## src/design/spi_host_pkg.sv

```systemverilog
/*
 * constants and types shared by the serial host controller:
 * register map of the controller, command bit layout, timing counts.
 * assumes a 40 MHz system clock and a device answering on a 4- or 3-wire link.
 */
package spi_host_pkg;

    // ------------------------------------------------------------
    // timing
    // ------------------------------------------------------------
    localparam int CLK_PERIOD_NS = 25;
    localparam int SCK_HALF_NS = 100;
    localparam int IDLE_GAP_NS = 2000;
    localparam int SCK_HALF_CYC = (SCK_HALF_NS + CLK_PERIOD_NS - 1) / CLK_PERIOD_NS;
    localparam int IDLE_GAP_CYC = (IDLE_GAP_NS + CLK_PERIOD_NS - 1) / CLK_PERIOD_NS;
    localparam logic [3:0] HALF_CNT = 4'(SCK_HALF_CYC - 1);
    localparam logic [6:0] IDLE_CNT = 7'(IDLE_GAP_CYC);

    // ------------------------------------------------------------
    // controller register map (byte addresses)
    // ------------------------------------------------------------
    localparam logic [5:0] OFS_CTRL = 6'h00;
    localparam logic [5:0] OFS_ADDR = 6'h04;
    localparam logic [5:0] OFS_COUNT = 6'h08;
    localparam logic [5:0] OFS_STATUS = 6'h0c;
    localparam logic [5:0] OFS_DATA = 6'h20;

    // ctrl bits
    localparam int CTRL_START = 0;
    localparam int CTRL_READ = 1;
    localparam int CTRL_3WIRE = 2;
    localparam int CTRL_MODE11 = 3;
    localparam int CTRL_WAKE = 4;
    // status bits
    localparam int STAT_BUSY = 0;
    localparam int STAT_DONE = 1;
    localparam int STAT_SEL = 2;

    // ------------------------------------------------------------
    // frame layout
    // ------------------------------------------------------------
    localparam int BUF_DEPTH = 8;
    localparam logic [3:0] MAX_BYTES = 4'h8;
    localparam logic [6:0] ADDR_RESET = 7'h00;
    // register address of the identity register in the device, neutral default
    localparam logic [6:0] ID_REG_ADDR = 7'h00;
    localparam logic [7:0] DUMMY_TX = 8'h00;

    typedef enum logic [5:0] {
        S_IDLE = 6'h01,
        S_START = 6'h02,
        S_LOW = 6'h04,
        S_HIGH = 6'h08,
        S_TAIL = 6'h10,
        S_END = 6'h20
    } state_t;

endpackage

```

## src/design/sck_tick.sv

```systemverilog
/*
 * half-period tick generator for the serial clock.
 * assumes run is held high for the whole of a frame; counter restarts when run is low.
 */
`timescale 1ns/1ps
`default_nettype none

module sck_tick (
    input wire logic i_mclk,
    input wire logic i_rst,
    input wire logic i_run,
    output logic o_tick
);

    typedef struct packed {
        logic [3:0] cnt;
        logic tick;
    } tick_state_t;

    tick_state_t r, nxt;

    always_comb begin
        nxt = r;
        nxt.tick = 1'b0;
        if (!i_run) begin
            nxt.cnt = 4'h0;
        end else if (r.cnt == spi_host_pkg::HALF_CNT) begin
            nxt.cnt = 4'h0;
            nxt.tick = 1'b1;
        end else begin
            nxt.cnt = r.cnt + 4'h1;
        end
    end

    always_ff @(posedge i_mclk) begin
        if (i_rst) begin
            r <= '0;
        end else begin
            r <= nxt;
        end
    end

    assign o_tick = r.tick;

endmodule

`default_nettype wire

```

## src/design/spi_host.sv

```systemverilog
/*
 * host controller driving an accelerometer over its serial link.
 * software writes config, address, byte count and data over avalon-mm,
 * then starts a frame; read results land in the same data buffer.
 * assumes the device samples on rising sck and drives on falling sck.
 */
// Implementation choices: the address map and the Avalon-MM register port.
// Contract
// - host wake read of identity, discard result
// - 16-bit single frame, bursts supported
// - host drives select and serial clock
// - drive on falling edge, sample rising
// - single read: dummy byte then value
// - burst read n+1 bytes, drop first
// - first bit: zero write, one read
// - seven address bits then eight data bits
// - three-wire: clock high at select edges
// - two microseconds idle between accesses
`timescale 1ns/1ps
`default_nettype none

module spi_host (
    input wire logic i_mclk,
    input wire logic i_rst,
    input wire logic [5:0] i_address,
    input wire logic i_read,
    input wire logic i_write,
    input wire logic [31:0] i_writedata,
    input wire logic [3:0] i_byteenable,
    output logic [31:0] o_readdata,
    output logic o_waitrequest,
    output logic o_chip_select_n,
    output logic o_sck,
    output logic o_serial_in_pin_out,
    output logic o_serial_in_pin_oe,
    input wire logic i_serial_in_pin,
    input wire logic i_serial_out_pin
);

    typedef struct packed {
        spi_host_pkg::state_t st;
        logic cs_n;
        logic sck;
        logic sdx_out;
        logic sdx_oe;
        logic [7:0] tx;
        logic [7:0] rx;
        logic [6:0] bitcnt;
        logic [6:0] total;
        logic [6:0] gap;
        logic rd;
        logic tw;
        logic cpol;
        logic disc;
        logic pend;
        logic [6:0] addr;
        logic [3:0] nbytes;
        logic [spi_host_pkg::BUF_DEPTH-1:0][7:0] buffer;
        logic done;
        logic sel;
        logic waitr;
        logic [31:0] rdata;
        logic sdo_s1;
        logic sdo_s2;
        logic sdx_s1;
        logic sdx_s2;
    } host_state_t;

    host_state_t r, nxt;
    logic tick;
    logic run;
    logic din;

    // ------------------------------------------------------------
    // helpers
    // ------------------------------------------------------------
    function automatic logic [3:0] eff_bytes(input logic [3:0] n);
        if (n == 4'h0) begin
            eff_bytes = 4'h1;
        end else if (n > spi_host_pkg::MAX_BYTES) begin
            eff_bytes = spi_host_pkg::MAX_BYTES;
        end else begin
            eff_bytes = n;
        end
    endfunction

    function automatic logic [3:0] byte_of(input logic [6:0] bits);
        byte_of = bits[6:3];
    endfunction

    assign run = (r.st == spi_host_pkg::S_START) || (r.st == spi_host_pkg::S_LOW) ||
        (r.st == spi_host_pkg::S_HIGH) || (r.st == spi_host_pkg::S_TAIL);
    assign din = r.tw ? r.sdx_s2 : r.sdo_s2;

    sck_tick u_tick (
        .i_mclk(i_mclk),
        .i_rst(i_rst),
        .i_run(run),
        .o_tick(tick)
    );

    // ------------------------------------------------------------
    // next state
    // ------------------------------------------------------------
    always_comb begin
        logic [6:0] nb;
        logic [3:0] idx;
        logic [7:0] rxn;
        nb = 7'h00;
        idx = 4'h0;
        rxn = 8'h00;
        nxt = r;
        // pin inputs pass two flops before use
        nxt.sdo_s1 = i_serial_out_pin;
        nxt.sdo_s2 = r.sdo_s1;
        nxt.sdx_s1 = i_serial_in_pin;
        nxt.sdx_s2 = r.sdx_s1;
        if (r.gap != spi_host_pkg::IDLE_CNT) begin
            nxt.gap = r.gap + 7'h01;
        end

        // avalon slave: one wait cycle, write takes effect when wait is low
        if (r.waitr && (i_read || i_write)) begin
            nxt.waitr = 1'b0;
            nxt.rdata = 32'h0000_0000;
            if (i_read) begin
                if (i_address == spi_host_pkg::OFS_CTRL) begin
                    nxt.rdata[spi_host_pkg::CTRL_READ] = r.rd;
                    nxt.rdata[spi_host_pkg::CTRL_3WIRE] = r.tw;
                    nxt.rdata[spi_host_pkg::CTRL_MODE11] = r.cpol;
                end else if (i_address == spi_host_pkg::OFS_ADDR) begin
                    nxt.rdata[6:0] = r.addr;
                end else if (i_address == spi_host_pkg::OFS_COUNT) begin
                    nxt.rdata[3:0] = r.nbytes;
                end else if (i_address == spi_host_pkg::OFS_STATUS) begin
                    nxt.rdata[spi_host_pkg::STAT_BUSY] = r.pend || run ||
                        (r.st == spi_host_pkg::S_END);
                    nxt.rdata[spi_host_pkg::STAT_DONE] = r.done;
                    nxt.rdata[spi_host_pkg::STAT_SEL] = r.sel;
                end else if (i_address[5] && (i_address[1:0] == 2'b00)) begin
                    nxt.rdata[7:0] = r.buffer[i_address[4:2]];
                end
            end
        end else if (!r.waitr) begin
            nxt.waitr = 1'b1;
            if (i_write && i_byteenable[0]) begin
                if (i_address == spi_host_pkg::OFS_CTRL) begin
                    if (!r.pend && (r.st == spi_host_pkg::S_IDLE)) begin
                        nxt.tw = i_writedata[spi_host_pkg::CTRL_3WIRE];
                        // three-wire frames run in mode 11 so sck is high at select edges
                        nxt.cpol = i_writedata[spi_host_pkg::CTRL_MODE11] ||
                            i_writedata[spi_host_pkg::CTRL_3WIRE];
                        // idle clock level settles a cycle before select falls
                        nxt.sck = nxt.cpol;
                        nxt.rd = i_writedata[spi_host_pkg::CTRL_READ];
                        nxt.disc = 1'b0;
                        nxt.pend = i_writedata[spi_host_pkg::CTRL_START];
                        if (i_writedata[spi_host_pkg::CTRL_WAKE]) begin
                            // single read of identity, result thrown away
                            nxt.rd = 1'b1;
                            nxt.disc = 1'b1;
                            nxt.pend = 1'b1;
                        end
                    end
                end else if (i_address == spi_host_pkg::OFS_ADDR) begin
                    nxt.addr = i_writedata[6:0];
                end else if (i_address == spi_host_pkg::OFS_COUNT) begin
                    nxt.nbytes = i_writedata[3:0];
                end else if (i_address == spi_host_pkg::OFS_STATUS) begin
                    if (i_writedata[spi_host_pkg::STAT_DONE]) begin
                        nxt.done = 1'b0;
                    end
                end else if (i_address[5] && (i_address[1:0] == 2'b00)) begin
                    nxt.buffer[i_address[4:2]] = i_writedata[7:0];
                end
            end
        end

        // serial frame engine
        case (r.st)
            spi_host_pkg::S_IDLE: begin
                // host opens each frame, after the idle gap has elapsed
                if (r.pend && (r.gap == spi_host_pkg::IDLE_CNT)) begin
                    nxt.pend = 1'b0;
                    nxt.st = spi_host_pkg::S_START;
                    nxt.cs_n = 1'b0;
                    nxt.sck = r.cpol;
                    nxt.sdx_oe = 1'b1;
                    nxt.bitcnt = 7'h00;
                    // direction bit leads, then address msb first
                    nxt.sdx_out = r.rd;
                    nxt.tx = {r.disc ? spi_host_pkg::ID_REG_ADDR : r.addr, 1'b0};
                    nb = {3'b000, r.disc ? 4'h1 : eff_bytes(r.nbytes)};
                    // reads carry one dummy byte ahead of the data
                    nxt.total = (nb + 7'(r.rd ? 2 : 1)) << 3;
                end
            end
            spi_host_pkg::S_START: begin
                if (tick) begin
                    nxt.sck = 1'b0;
                    nxt.st = spi_host_pkg::S_LOW;
                end
            end
            spi_host_pkg::S_LOW: begin
                if (tick) begin
                    // rising edge: sample the incoming bit
                    nxt.sck = 1'b1;
                    rxn = {r.rx[6:0], din};
                    nxt.rx = rxn;
                    nxt.bitcnt = r.bitcnt + 7'h01;
                    nxt.st = spi_host_pkg::S_HIGH;
                    idx = byte_of(nxt.bitcnt);
                    // first returned byte is the dummy and is dropped
                    if (r.rd && !r.disc && (nxt.bitcnt[2:0] == 3'b000) && (idx >= 4'h3)) begin
                        nxt.buffer[3'(idx - 4'h3)] = rxn;
                    end
                end
            end
            spi_host_pkg::S_HIGH: begin
                if (tick) begin
                    if (r.bitcnt == r.total) begin
                        if (r.cpol) begin
                            nxt.st = spi_host_pkg::S_END;
                        end else begin
                            nxt.sck = 1'b0;
                            nxt.st = spi_host_pkg::S_TAIL;
                        end
                    end else begin
                        // falling edge: change the outgoing bit
                        nxt.sck = 1'b0;
                        nxt.st = spi_host_pkg::S_LOW;
                        if (r.bitcnt[2:0] == 3'b000) begin
                            idx = byte_of(r.bitcnt);
                            if (r.rd) begin
                                nxt.tx = spi_host_pkg::DUMMY_TX;
                                // three-wire: release the shared pin for the device
                                nxt.sdx_oe = !r.tw;
                            end else begin
                                // burst write data follows the single address byte
                                nxt.tx = r.buffer[3'(idx - 4'h1)];
                            end
                            nxt.sdx_out = nxt.tx[7];
                            nxt.tx = {nxt.tx[6:0], 1'b0};
                        end else begin
                            nxt.sdx_out = r.tx[7];
                            nxt.tx = {r.tx[6:0], 1'b0};
                        end
                    end
                end
            end
            spi_host_pkg::S_TAIL: begin
                if (tick) begin
                    nxt.st = spi_host_pkg::S_END;
                end
            end
            spi_host_pkg::S_END: begin
                // closing rise of select also moves the device into spi
                nxt.cs_n = 1'b1;
                nxt.sdx_oe = !r.tw;
                nxt.sdx_out = 1'b0;
                nxt.done = 1'b1;
                nxt.sel = 1'b1;
                nxt.gap = 7'h00;
                nxt.st = spi_host_pkg::S_IDLE;
            end
            default: begin
                nxt.st = spi_host_pkg::S_IDLE;
                nxt.cs_n = 1'b1;
            end
        endcase
    end

    // ------------------------------------------------------------
    // state register
    // ------------------------------------------------------------
    always_ff @(posedge i_mclk) begin
        if (i_rst) begin
            // select held high after reset so the device keeps its default
            r <= '0;
            r.st <= spi_host_pkg::S_IDLE;
            r.cs_n <= 1'b1;
            r.sdx_oe <= 1'b1;
            r.waitr <= 1'b1;
            r.addr <= spi_host_pkg::ADDR_RESET;
            r.gap <= spi_host_pkg::IDLE_CNT;
        end else begin
            r <= nxt;
        end
    end

    assign o_readdata = r.rdata;
    assign o_waitrequest = r.waitr;
    assign o_chip_select_n = r.cs_n;
    assign o_sck = r.sck;
    assign o_serial_in_pin_out = r.sdx_out;
    assign o_serial_in_pin_oe = r.sdx_oe;

    // ------------------------------------------------------------
    // assertions
    // ------------------------------------------------------------
    property p_idle_cs;
        @(posedge i_mclk) disable iff (i_rst)
        (r.st == spi_host_pkg::S_IDLE) |-> o_chip_select_n;
    endproperty
    a_idle_cs: assert property (p_idle_cs) else $error("select low while idle");

    property p_mosi_edge;
        @(posedge i_mclk) disable iff (i_rst)
        (!o_chip_select_n && !$fell(o_chip_select_n) && $changed(o_serial_in_pin_out))
            |-> $fell(o_sck);
    endproperty
    a_mosi_edge: assert property (p_mosi_edge) else $error("data moved off falling edge");

    property p_sample_rise;
        @(posedge i_mclk) disable iff (i_rst)
        $rose(o_sck) && !o_chip_select_n |-> r.bitcnt == $past(r.bitcnt) + 7'h01;
    endproperty
    a_sample_rise: assert property (p_sample_rise) else $error("no sample on rising edge");

    property p_tw_cs_fall;
        @(posedge i_mclk) disable iff (i_rst)
        $fell(o_chip_select_n) && r.tw |-> o_sck;
    endproperty
    a_tw_cs_fall: assert property (p_tw_cs_fall) else $error("sck low at frame start");

    property p_tw_cs_rise;
        @(posedge i_mclk) disable iff (i_rst)
        $rose(o_chip_select_n) && r.tw |-> o_sck;
    endproperty
    a_tw_cs_rise: assert property (p_tw_cs_rise) else $error("sck low at frame end");

    property p_mode_idle;
        @(posedge i_mclk) disable iff (i_rst)
        $fell(o_chip_select_n) |-> (o_sck == r.cpol) ##1 (o_sck == r.cpol)[*3];
    endproperty
    a_mode_idle: assert property (p_mode_idle) else $error("sck not at idle level");

    property p_dir_first;
        @(posedge i_mclk) disable iff (i_rst)
        $fell(o_chip_select_n) |-> o_serial_in_pin_out == r.rd && o_serial_in_pin_oe;
    endproperty
    a_dir_first: assert property (p_dir_first) else $error("direction bit not first");

    property p_frame_len;
        @(posedge i_mclk) disable iff (i_rst)
        $rose(o_chip_select_n) |-> $past(r.bitcnt) == $past(r.total) &&
            ($past(r.total) >= 7'h10) && ($past(r.total[2:0]) == 3'b000);
    endproperty
    a_frame_len: assert property (p_frame_len) else $error("frame not whole bytes");

    property p_gap;
        @(posedge i_mclk) disable iff (i_rst)
        $fell(o_chip_select_n) |-> $past(r.gap) == spi_host_pkg::IDLE_CNT;
    endproperty
    a_gap: assert property (p_gap) else $error("idle gap too short");

    property p_tw_release;
        @(posedge i_mclk) disable iff (i_rst)
        (r.tw && r.rd && !o_chip_select_n && (r.bitcnt > 7'h08)) |-> !o_serial_in_pin_oe;
    endproperty
    a_tw_release: assert property (p_tw_release) else $error("shared pin driven on read");

    property p_ack;
        @(posedge i_mclk) disable iff (i_rst)
        (i_read || i_write) && o_waitrequest |=> !o_waitrequest ##1 o_waitrequest;
    endproperty
    a_ack: assert property (p_ack) else $error("bus answer late");

endmodule

`default_nettype wire

```

## config.mk

```make
export PLATFORM = sky130hd
export DESIGN_NAME = spi_host
export DESIGN_NICKNAME = d
export VERILOG_FILES = /design/src/design/spi_host_pkg.sv /design/src/design/sck_tick.sv /design/src/design/spi_host.sv
export SDC_FILE = /design/constraint.sdc
export NUM_CORES = 1
export LEC_CHECK = 0
export ABC_AREA = 0
export BUFFER_PORTS_ARGS = -buffer_cell sky130_fd_sc_hd__buf_2
export CAP_MARGIN = 20
export CORE_MARGIN = 2
export CORE_UTILIZATION = 60
export CTS_BUF_LIST = sky130_fd_sc_hd__clkbuf_4
export DETAILED_ROUTE_END_ITERATION = 16
export PLACE_DENSITY = 0.8
export SLEW_MARGIN = 30
export SYNTH_ARGS = -nofsm -noshare
export SYNTH_HDL_FRONTEND = slang
export SYNTH_SLANG_ARGS = --single-unit
```

## constraint.sdc

```tcl
create_clock -name i_mclk -period 4 [get_ports i_mclk]
set_input_delay 0.6 -clock i_mclk [delete_from_list [all_inputs] [get_ports i_mclk]]
set_output_delay 0.6 -clock i_mclk [all_outputs]
set_load 0.05 [all_outputs]
```

==> out/qor.yml, run 1 <==
powerDensity_nw_per_um2: 301.0
area_growth_pct: 5.317
fp.dieW_um: 122.5
cp_slowest_cell: "or4_1"
io-pin-count: 85
postCtsHoldBufs: 0
grt_use_total: 0.3106
ant_nets: 0
cts_htree_levels: 4
drt_drc_violations_left: 0
vdd_ir_drop_max_v: 0.0002748
synth-edff-count: 0
endpoint: "r[71]$_SDFF_PP0_"
rows: 43
criticalPathCategory: "reg -> reg"
path_depth: 9
use_met3: 0.08597
critPathMaxFanout: 17
max_freq_mhz: 265.1
yosys_most_used_dff: "dfxtp_1"
tritoncts: "yes"
busiest_layer: "met2"
clock-root-buffer: "clkbuf_4"
drive_above_1_share: 0.1866
cts_buffer_depth: 2
port_buffers: 33
crit_path_cell_trace: "nand3_1 > xnor2_4 > clkinv_1 > ha_1 > or3b_2 > nor4_1 > or4_1 > nand3_2 > mux2_2"
grt_antenna_before_repair: 1
synth_area_sq_um: 8424
floorplan.initialDensity: 0.6116
grtUsageMet2: 0.4705
min_path_type: "in -> reg"
wirelength_um: 22790
grt_max_degree: 59
syn_area_per_cell_sq_um: 9.278
reg2reg_slack_ns: 0.23
crit_family: "simple AND/OR/NAND/NOR gates"
cp_num_buf_inv: 1
wl_per_cell_um: 20.66
synth_async_sr_flop_share: 0
synth.top_cell.area_share: 0.3374
grt-ovfl-total: 0
die_area_sq_um: 15000
num_vias: 7169
die_height_um: 122.5
synth_area_leaders: "dfxtp_1, mux2i_1, mux4_2"
dr.pass1.iters: 6
timing.rr.end: "r[71]$_SDFF_PP0_"
final_common_cell: "dfxtp_1"
yosys_warnings: 0
cts_resized: 0
gp_congestion: 0.8981
drt-initial-drc-count: 961
use_met1: 0.4246
yosys.area.top_type: "dfxtp_1"
place_hpwl_um: 15610
final_cell_mix: "dfxtp_1, mux2i_1, nor2_1"
hold_viol: 0
cts-buffers-inserted: 17
yosysSeqAreaShare: 0.3374
rsz0062_at_grt: "false"
drv_cap: 0
power_mw: 2.671
core_sq_um: 13770
slew_violations: 0
path_clk_slew_ns: 0.12
cp-start-kind: "register"
fin_crit_ns: 3.772
grt_pass1_vias: 6482
r2r_cells: 9
tns_ns: 0
syn-instance-count: 908
cp.arrival_ns: 4.25
r2r-start: "r[135]$_SDFFE_PP0P_"
clock-sinks: 142
skew_ns: 0.01740
nets: 969
ys_ff_latch: 142
holdWs_ns: 0.2391
setup_viol_count_final: 0
fill_cells: 1174
vias_per_cell: 6.500
worst_ep_required_time_ns: 4.48
critPathCaptureType: "register"
grt_pass1_wl_um: 35370
max_stage_delay_ns: 0.61
netlist-cell-type-count: 75
startpoint: "r[135]$_SDFFE_PP0P_"
min_period_over_period: 0.9430
status: "complete, no violations"
clk_latency_ns: 0.57
postCtsSetupRepairBufs: 0
p_leak_nw: 3.409
max-slew-margin-rel: 0.3721
worstMarginPinSlew_ns: 0.9347
## cells by family after synthesis
| logic type | after synthesis | share of synthesized area |
|---|---|---|
| AOI/OAI and AO/OA | 171 | 0.1381 |
| xor gates and xnor gates | 21 | 0.02406 |
| adders and majority gates | 12 | 0.01871 |
| buffers and inverters | 121 | 0.07218 |
| DFF | 142 | 0.3374 |
| muxes | 142 | 0.2171 |
| other | 1 | 0.0004451 |
| and+or+nand+nor | 298 | 0.1919 |
## cells in the mapped netlist (all sizes together), types with 7 or more instances
cell type / count
buf: 56
ha: 11
or3: 11
nand2: 73
a21oi: 35
mux4: 30
nor3: 21
o21ai: 31
nand2b: 8
nor2b: 16
nand4: 9
clkbuf: 39
xnor2: 15
nand3: 19
mux2i: 86
a211oi: 37
mux2: 26
inv: 25
dfxtp: 142
nor2: 86
a31o: 7
o22ai: 8
o21bai: 8
nor4b: 8
## flip-flops by register name, summed over array words and instances, names as in the netlist
register             count
o_chip_select_n          1
nxt                      2
o_readdata               8
o_waitrequest            1
r                      122
o_serial_in_pin_oe       1
o_serial_in_pin_out      1
u_tick.r                 4
o_sck                    1
u_tick.o_tick            1
## per-stage QoR
step	utilization	instances	cell area, sq um	setup WS [ns]
floorplan	-	931	8511	0.9685
global placement	0.6212	1069	8556	0.4063
detailed placement	0.6212	1069	8556	0.3465
CTS	0.6436	1101	8865	0.2957
global route	0.6442	1103	8872	0.05677
finish	0.6442	1103	8872	0.2279
## worst register-to-register path, delay by kind of cell, from the launching register on
family | cells | cell delay, ns
adders and majority gates | 1 | 0.36
and+or+nand+nor | 5 | 1.94
DFF | 1 | 0.54
muxes | 1 | 0.39
xor gates and xnor gates | 1 | 0.20
buffers and inverters | 1 | 0.26
## worst min-delay path by stage
stage	startpoint	endpoint	slack, ns	cells past startpoint
after global placement	nxt[2]$_SDFF_PP0_	r[2]$_SDFF_PP0_	0.42	1
after floorplan	nxt[0]$_SDFF_PP0_	r[0]$_SDFF_PP0_	0.41	1
after detailed placement	nxt[2]$_SDFF_PP0_	r[2]$_SDFF_PP0_	0.43	1
after global routing	i_serial_out_pin	nxt[2]$_SDFF_PP0_	0.22	2
after CTS	i_serial_out_pin	nxt[2]$_SDFF_PP0_	0.21	2
final	i_serial_out_pin	nxt[2]$_SDFF_PP0_	0.24	2
## metal layers
| metal | vias to the layer above | part of all wire | wire (um) |
|---|---|---|---|
| met2 | 369 | 0.45 | 10350 |
| met3 | 50 | 0.098 | 2231 |
| met1 | 3472 | 0.42 | 9525 |
| li1 | 3278 | - | - |
| met4 | 0 | 0.030 | 684 |
| met5 | - | 0 | 0 |
## final cells by class
type	count	area, sq um	area share
well taps	180	225.2	0.02538
repair buffers	54	322.8	0.03638
diodes	1	2.502	0.0002820
inverters	26	97.59	0.01100
clock inverters	14	173.9	0.01960
flip-flops and latches	142	2843	0.3204
clock buffers	18	135.1	0.01523
multi-input cells	668	5072	0.5717
## power breakdown
part	leakage (nW)	switching, mW	internal, mW
clock network	0.160	0.534	0.491
registers	1.14	0.00869	1.42
logic	2.10	0.161	0.0532
total	3.41	0.704	1.97
No activity file was read; power rests on OpenSTA's default activity.
==> inputs of run 2 (changes only) <==
--- a/config.mk
+++ b/config.mk
@@ -9,10 +9,10 @@
 export BUFFER_PORTS_ARGS = -buffer_cell sky130_fd_sc_hd__buf_2
 export CAP_MARGIN = 20
 export CORE_MARGIN = 2
-export CORE_UTILIZATION = 60
+export CORE_UTILIZATION = 50
 export CTS_BUF_LIST = sky130_fd_sc_hd__clkbuf_4
 export DETAILED_ROUTE_END_ITERATION = 16
-export PLACE_DENSITY = 0.8
+export PLACE_DENSITY_LB_ADDON = 0.2
 export SLEW_MARGIN = 30
 export SYNTH_ARGS = -nofsm -noshare
 export SYNTH_HDL_FRONTEND = slang
==> run 2 against run 1 <==
Effect of this change: highest routed layer unchanged; clock skew up 0.0086 ns; die area up 19%; combinational power about the same; sequential power about the same; clock power about the same; global-route usage down 4.0 points; largest power group unchanged; power up 1.0%; critical path depth unchanged; worst hold slack worse by 0.011 ns; non-clock buffer count unchanged; maximum frequency up 3.0%; first-iteration DRC count down 30%.
==> out/qor.yml, run 2 (synthesis results as in run 1) <==
crit_path_cell_trace: "nand3_1 > xnor2_4 > clkinv_1 > ha_1 > or3b_2 > nor4_1 > or4_1 > nand3_2 > mux2_2"
cts_buffer_depth: 2
whs_endpoint: "nxt[0]$_SDFF_PP0_"
port_buffers: 33
floorplan.initialDensity: 0.5098
gp_congestion: 0.8228
cts_resized: 0
grt_pass1_wl_um: 37200
clk_latency_ns: 0.59
max_stage_delay_ns: 0.54
clock-sinks: 142
power_mw: 2.698
status: "complete, no violations"
vdd_ir_drop_max_v: 0.0002000
postCtsHoldBufs: 0
cts_htree_levels: 4
largest_register_ffs: 122
reg2reg_slack_ns: 0.34
slew_violations: 0
cp_slowest_cell: "dfxtp_1"
grt_antenna_before_repair: 1
cp-start-kind: "register"
hold_viol: 0
dp.cells: 1109
num_vias: 7006
place_hpwl_um: 16100
core_sq_um: 16520
cp.arrival_ns: 4.15
grt_use_total: 0.2707
grt_pass1_vias: 6406
drv_cap: 0
skew_ns: 0.02604
r2r_cells: 9
io-pin-count: 85
rows: 47
postCtsSetupRepairBufs: 0
vias_per_cell: 6.129
worstMarginPinSlew_ns: 0.9833
max-slew-margin-rel: 0.3444
largest_register: "r"
min_path_type: "in -> reg"
r2r-start: "r[135]$_SDFFE_PP0P_"
die_height_um: 133.8
critPathMaxFanout: 14
drt-initial-drc-count: 677
fp.dieW_um: 133.8
wirelength_um: 23940
tritoncts: "yes"
min_from: "i_serial_in_pin"
drt_drc_violations_left: 0
dr.pass1.iters: 6
min_period_over_period: 0.9158
drive_above_1_share: 0.1876
timing.rr.end: "r[79]$_SDFF_PP0_"
die_area_sq_um: 17900
path_clk_slew_ns: 0.13
fin_crit_ns: 3.663
nets: 969
area_growth_pct: 5.941
final_cell_mix: "dfxtp_1, mux2i_1, nor2_1"
powerDensity_nw_per_um2: 302.3
dpl_worst_slack_ns: 0.4411
criticalPathCategory: "reg -> reg"
clock-root-buffer: "clkbuf_4"
worst_ep_required_time_ns: 4.49
rsz0062_at_grt: "false"
stdcell_count: 1143
ant_nets: 0
tns_ns: 0
setup_viol_count_final: 0
grt_max_degree: 79
worst_slack_ns: 0.3369
critPathCaptureType: "register"
wl_per_cell_um: 20.95
final_common_cell: "dfxtp_1"
grt-ovfl-total: 0
p_leak_nw: 3.408
hold_depth: 2
max_freq_mhz: 273.0
cts-buffers-inserted: 17
## run 2: cell types whose count changed in the layout (fill, tap and decap cells not counted), sizes merged
cell,before,now
bufinv,4,3
clkbuf,18,17
clkinv,8,7
clkinvlp,3,2
inv,25,29
## run 2: worst max path at each step
stage / startpoint / end / slack (ns)
detailed placement: r[135]$_SDFFE_PP0P_ / r[79]$_SDFF_PP0_ / 0.44
floorplan: r[136]$_SDFFE_PP0P_ / r[74]$_SDFF_PP0_ / 0.97
finish: r[135]$_SDFFE_PP0P_ / r[79]$_SDFF_PP0_ / 0.34
global route: r[135]$_SDFFE_PP0P_ / r[79]$_SDFF_PP0_ / 0.18
global placement: r[135]$_SDFFE_PP0P_ / r[79]$_SDFF_PP0_ / 0.48
CTS: r[135]$_SDFFE_PP0P_ / r[79]$_SDFF_PP0_ / 0.38
## run 2: routing by layer
layer,GRT usage,routed length (um),vias up
met4,0.07742,442,0
met2,0.4011,10510,334
li1,-,-,3286
met3,0.05140,1973,37
met5,0,0,-
met1,0.4016,11010,3349
## run 2: power breakdown
| part | internal (mW) | switching [mW] |
|---|---|---|
| logic | 0.0523 | 0.163 |
| clock network | 0.442 | 0.607 |
| registers | 1.42 | 0.00937 |
| total | 1.92 | 0.780 |
## run 2: per-stage QoR
step | utilization | instance area (sq um) | hold slack (ns)
after floorplan | - | 8511 | 0.4138
after global placement | 0.5208 | 8606 | 0.4236
after detailed placement | 0.5208 | 8606 | 0.4248
after CTS | 0.5396 | 8917 | 0.2114
after global routing | 0.5401 | 8925 | 0.2080
final | 0.5401 | 8925 | 0.2278
## run 2: area by class of cell
cell class	instances	area [sq um]
fillers	1536	7600
multi-input cells	668	5072
flip-flops and latches	142	2843
repair buffers	54	322.8
well taps	220	275.3
clock inverters	15	183.9
clock buffers	17	127.6
inverters	26	97.59
diodes	1	2.502
## run 2: critical path: cells and delay by family (launching register included)
| family | cells | cell delay [ns] |
|---|---|---|
| xor gates and xnor gates | 1 | 0.19 |
| and+or+nand+nor | 5 | 1.83 |
| buffers and inverters | 1 | 0.25 |
| adders and majority gates | 1 | 0.35 |
| DFF | 1 | 0.54 |
| muxes | 1 | 0.40 |
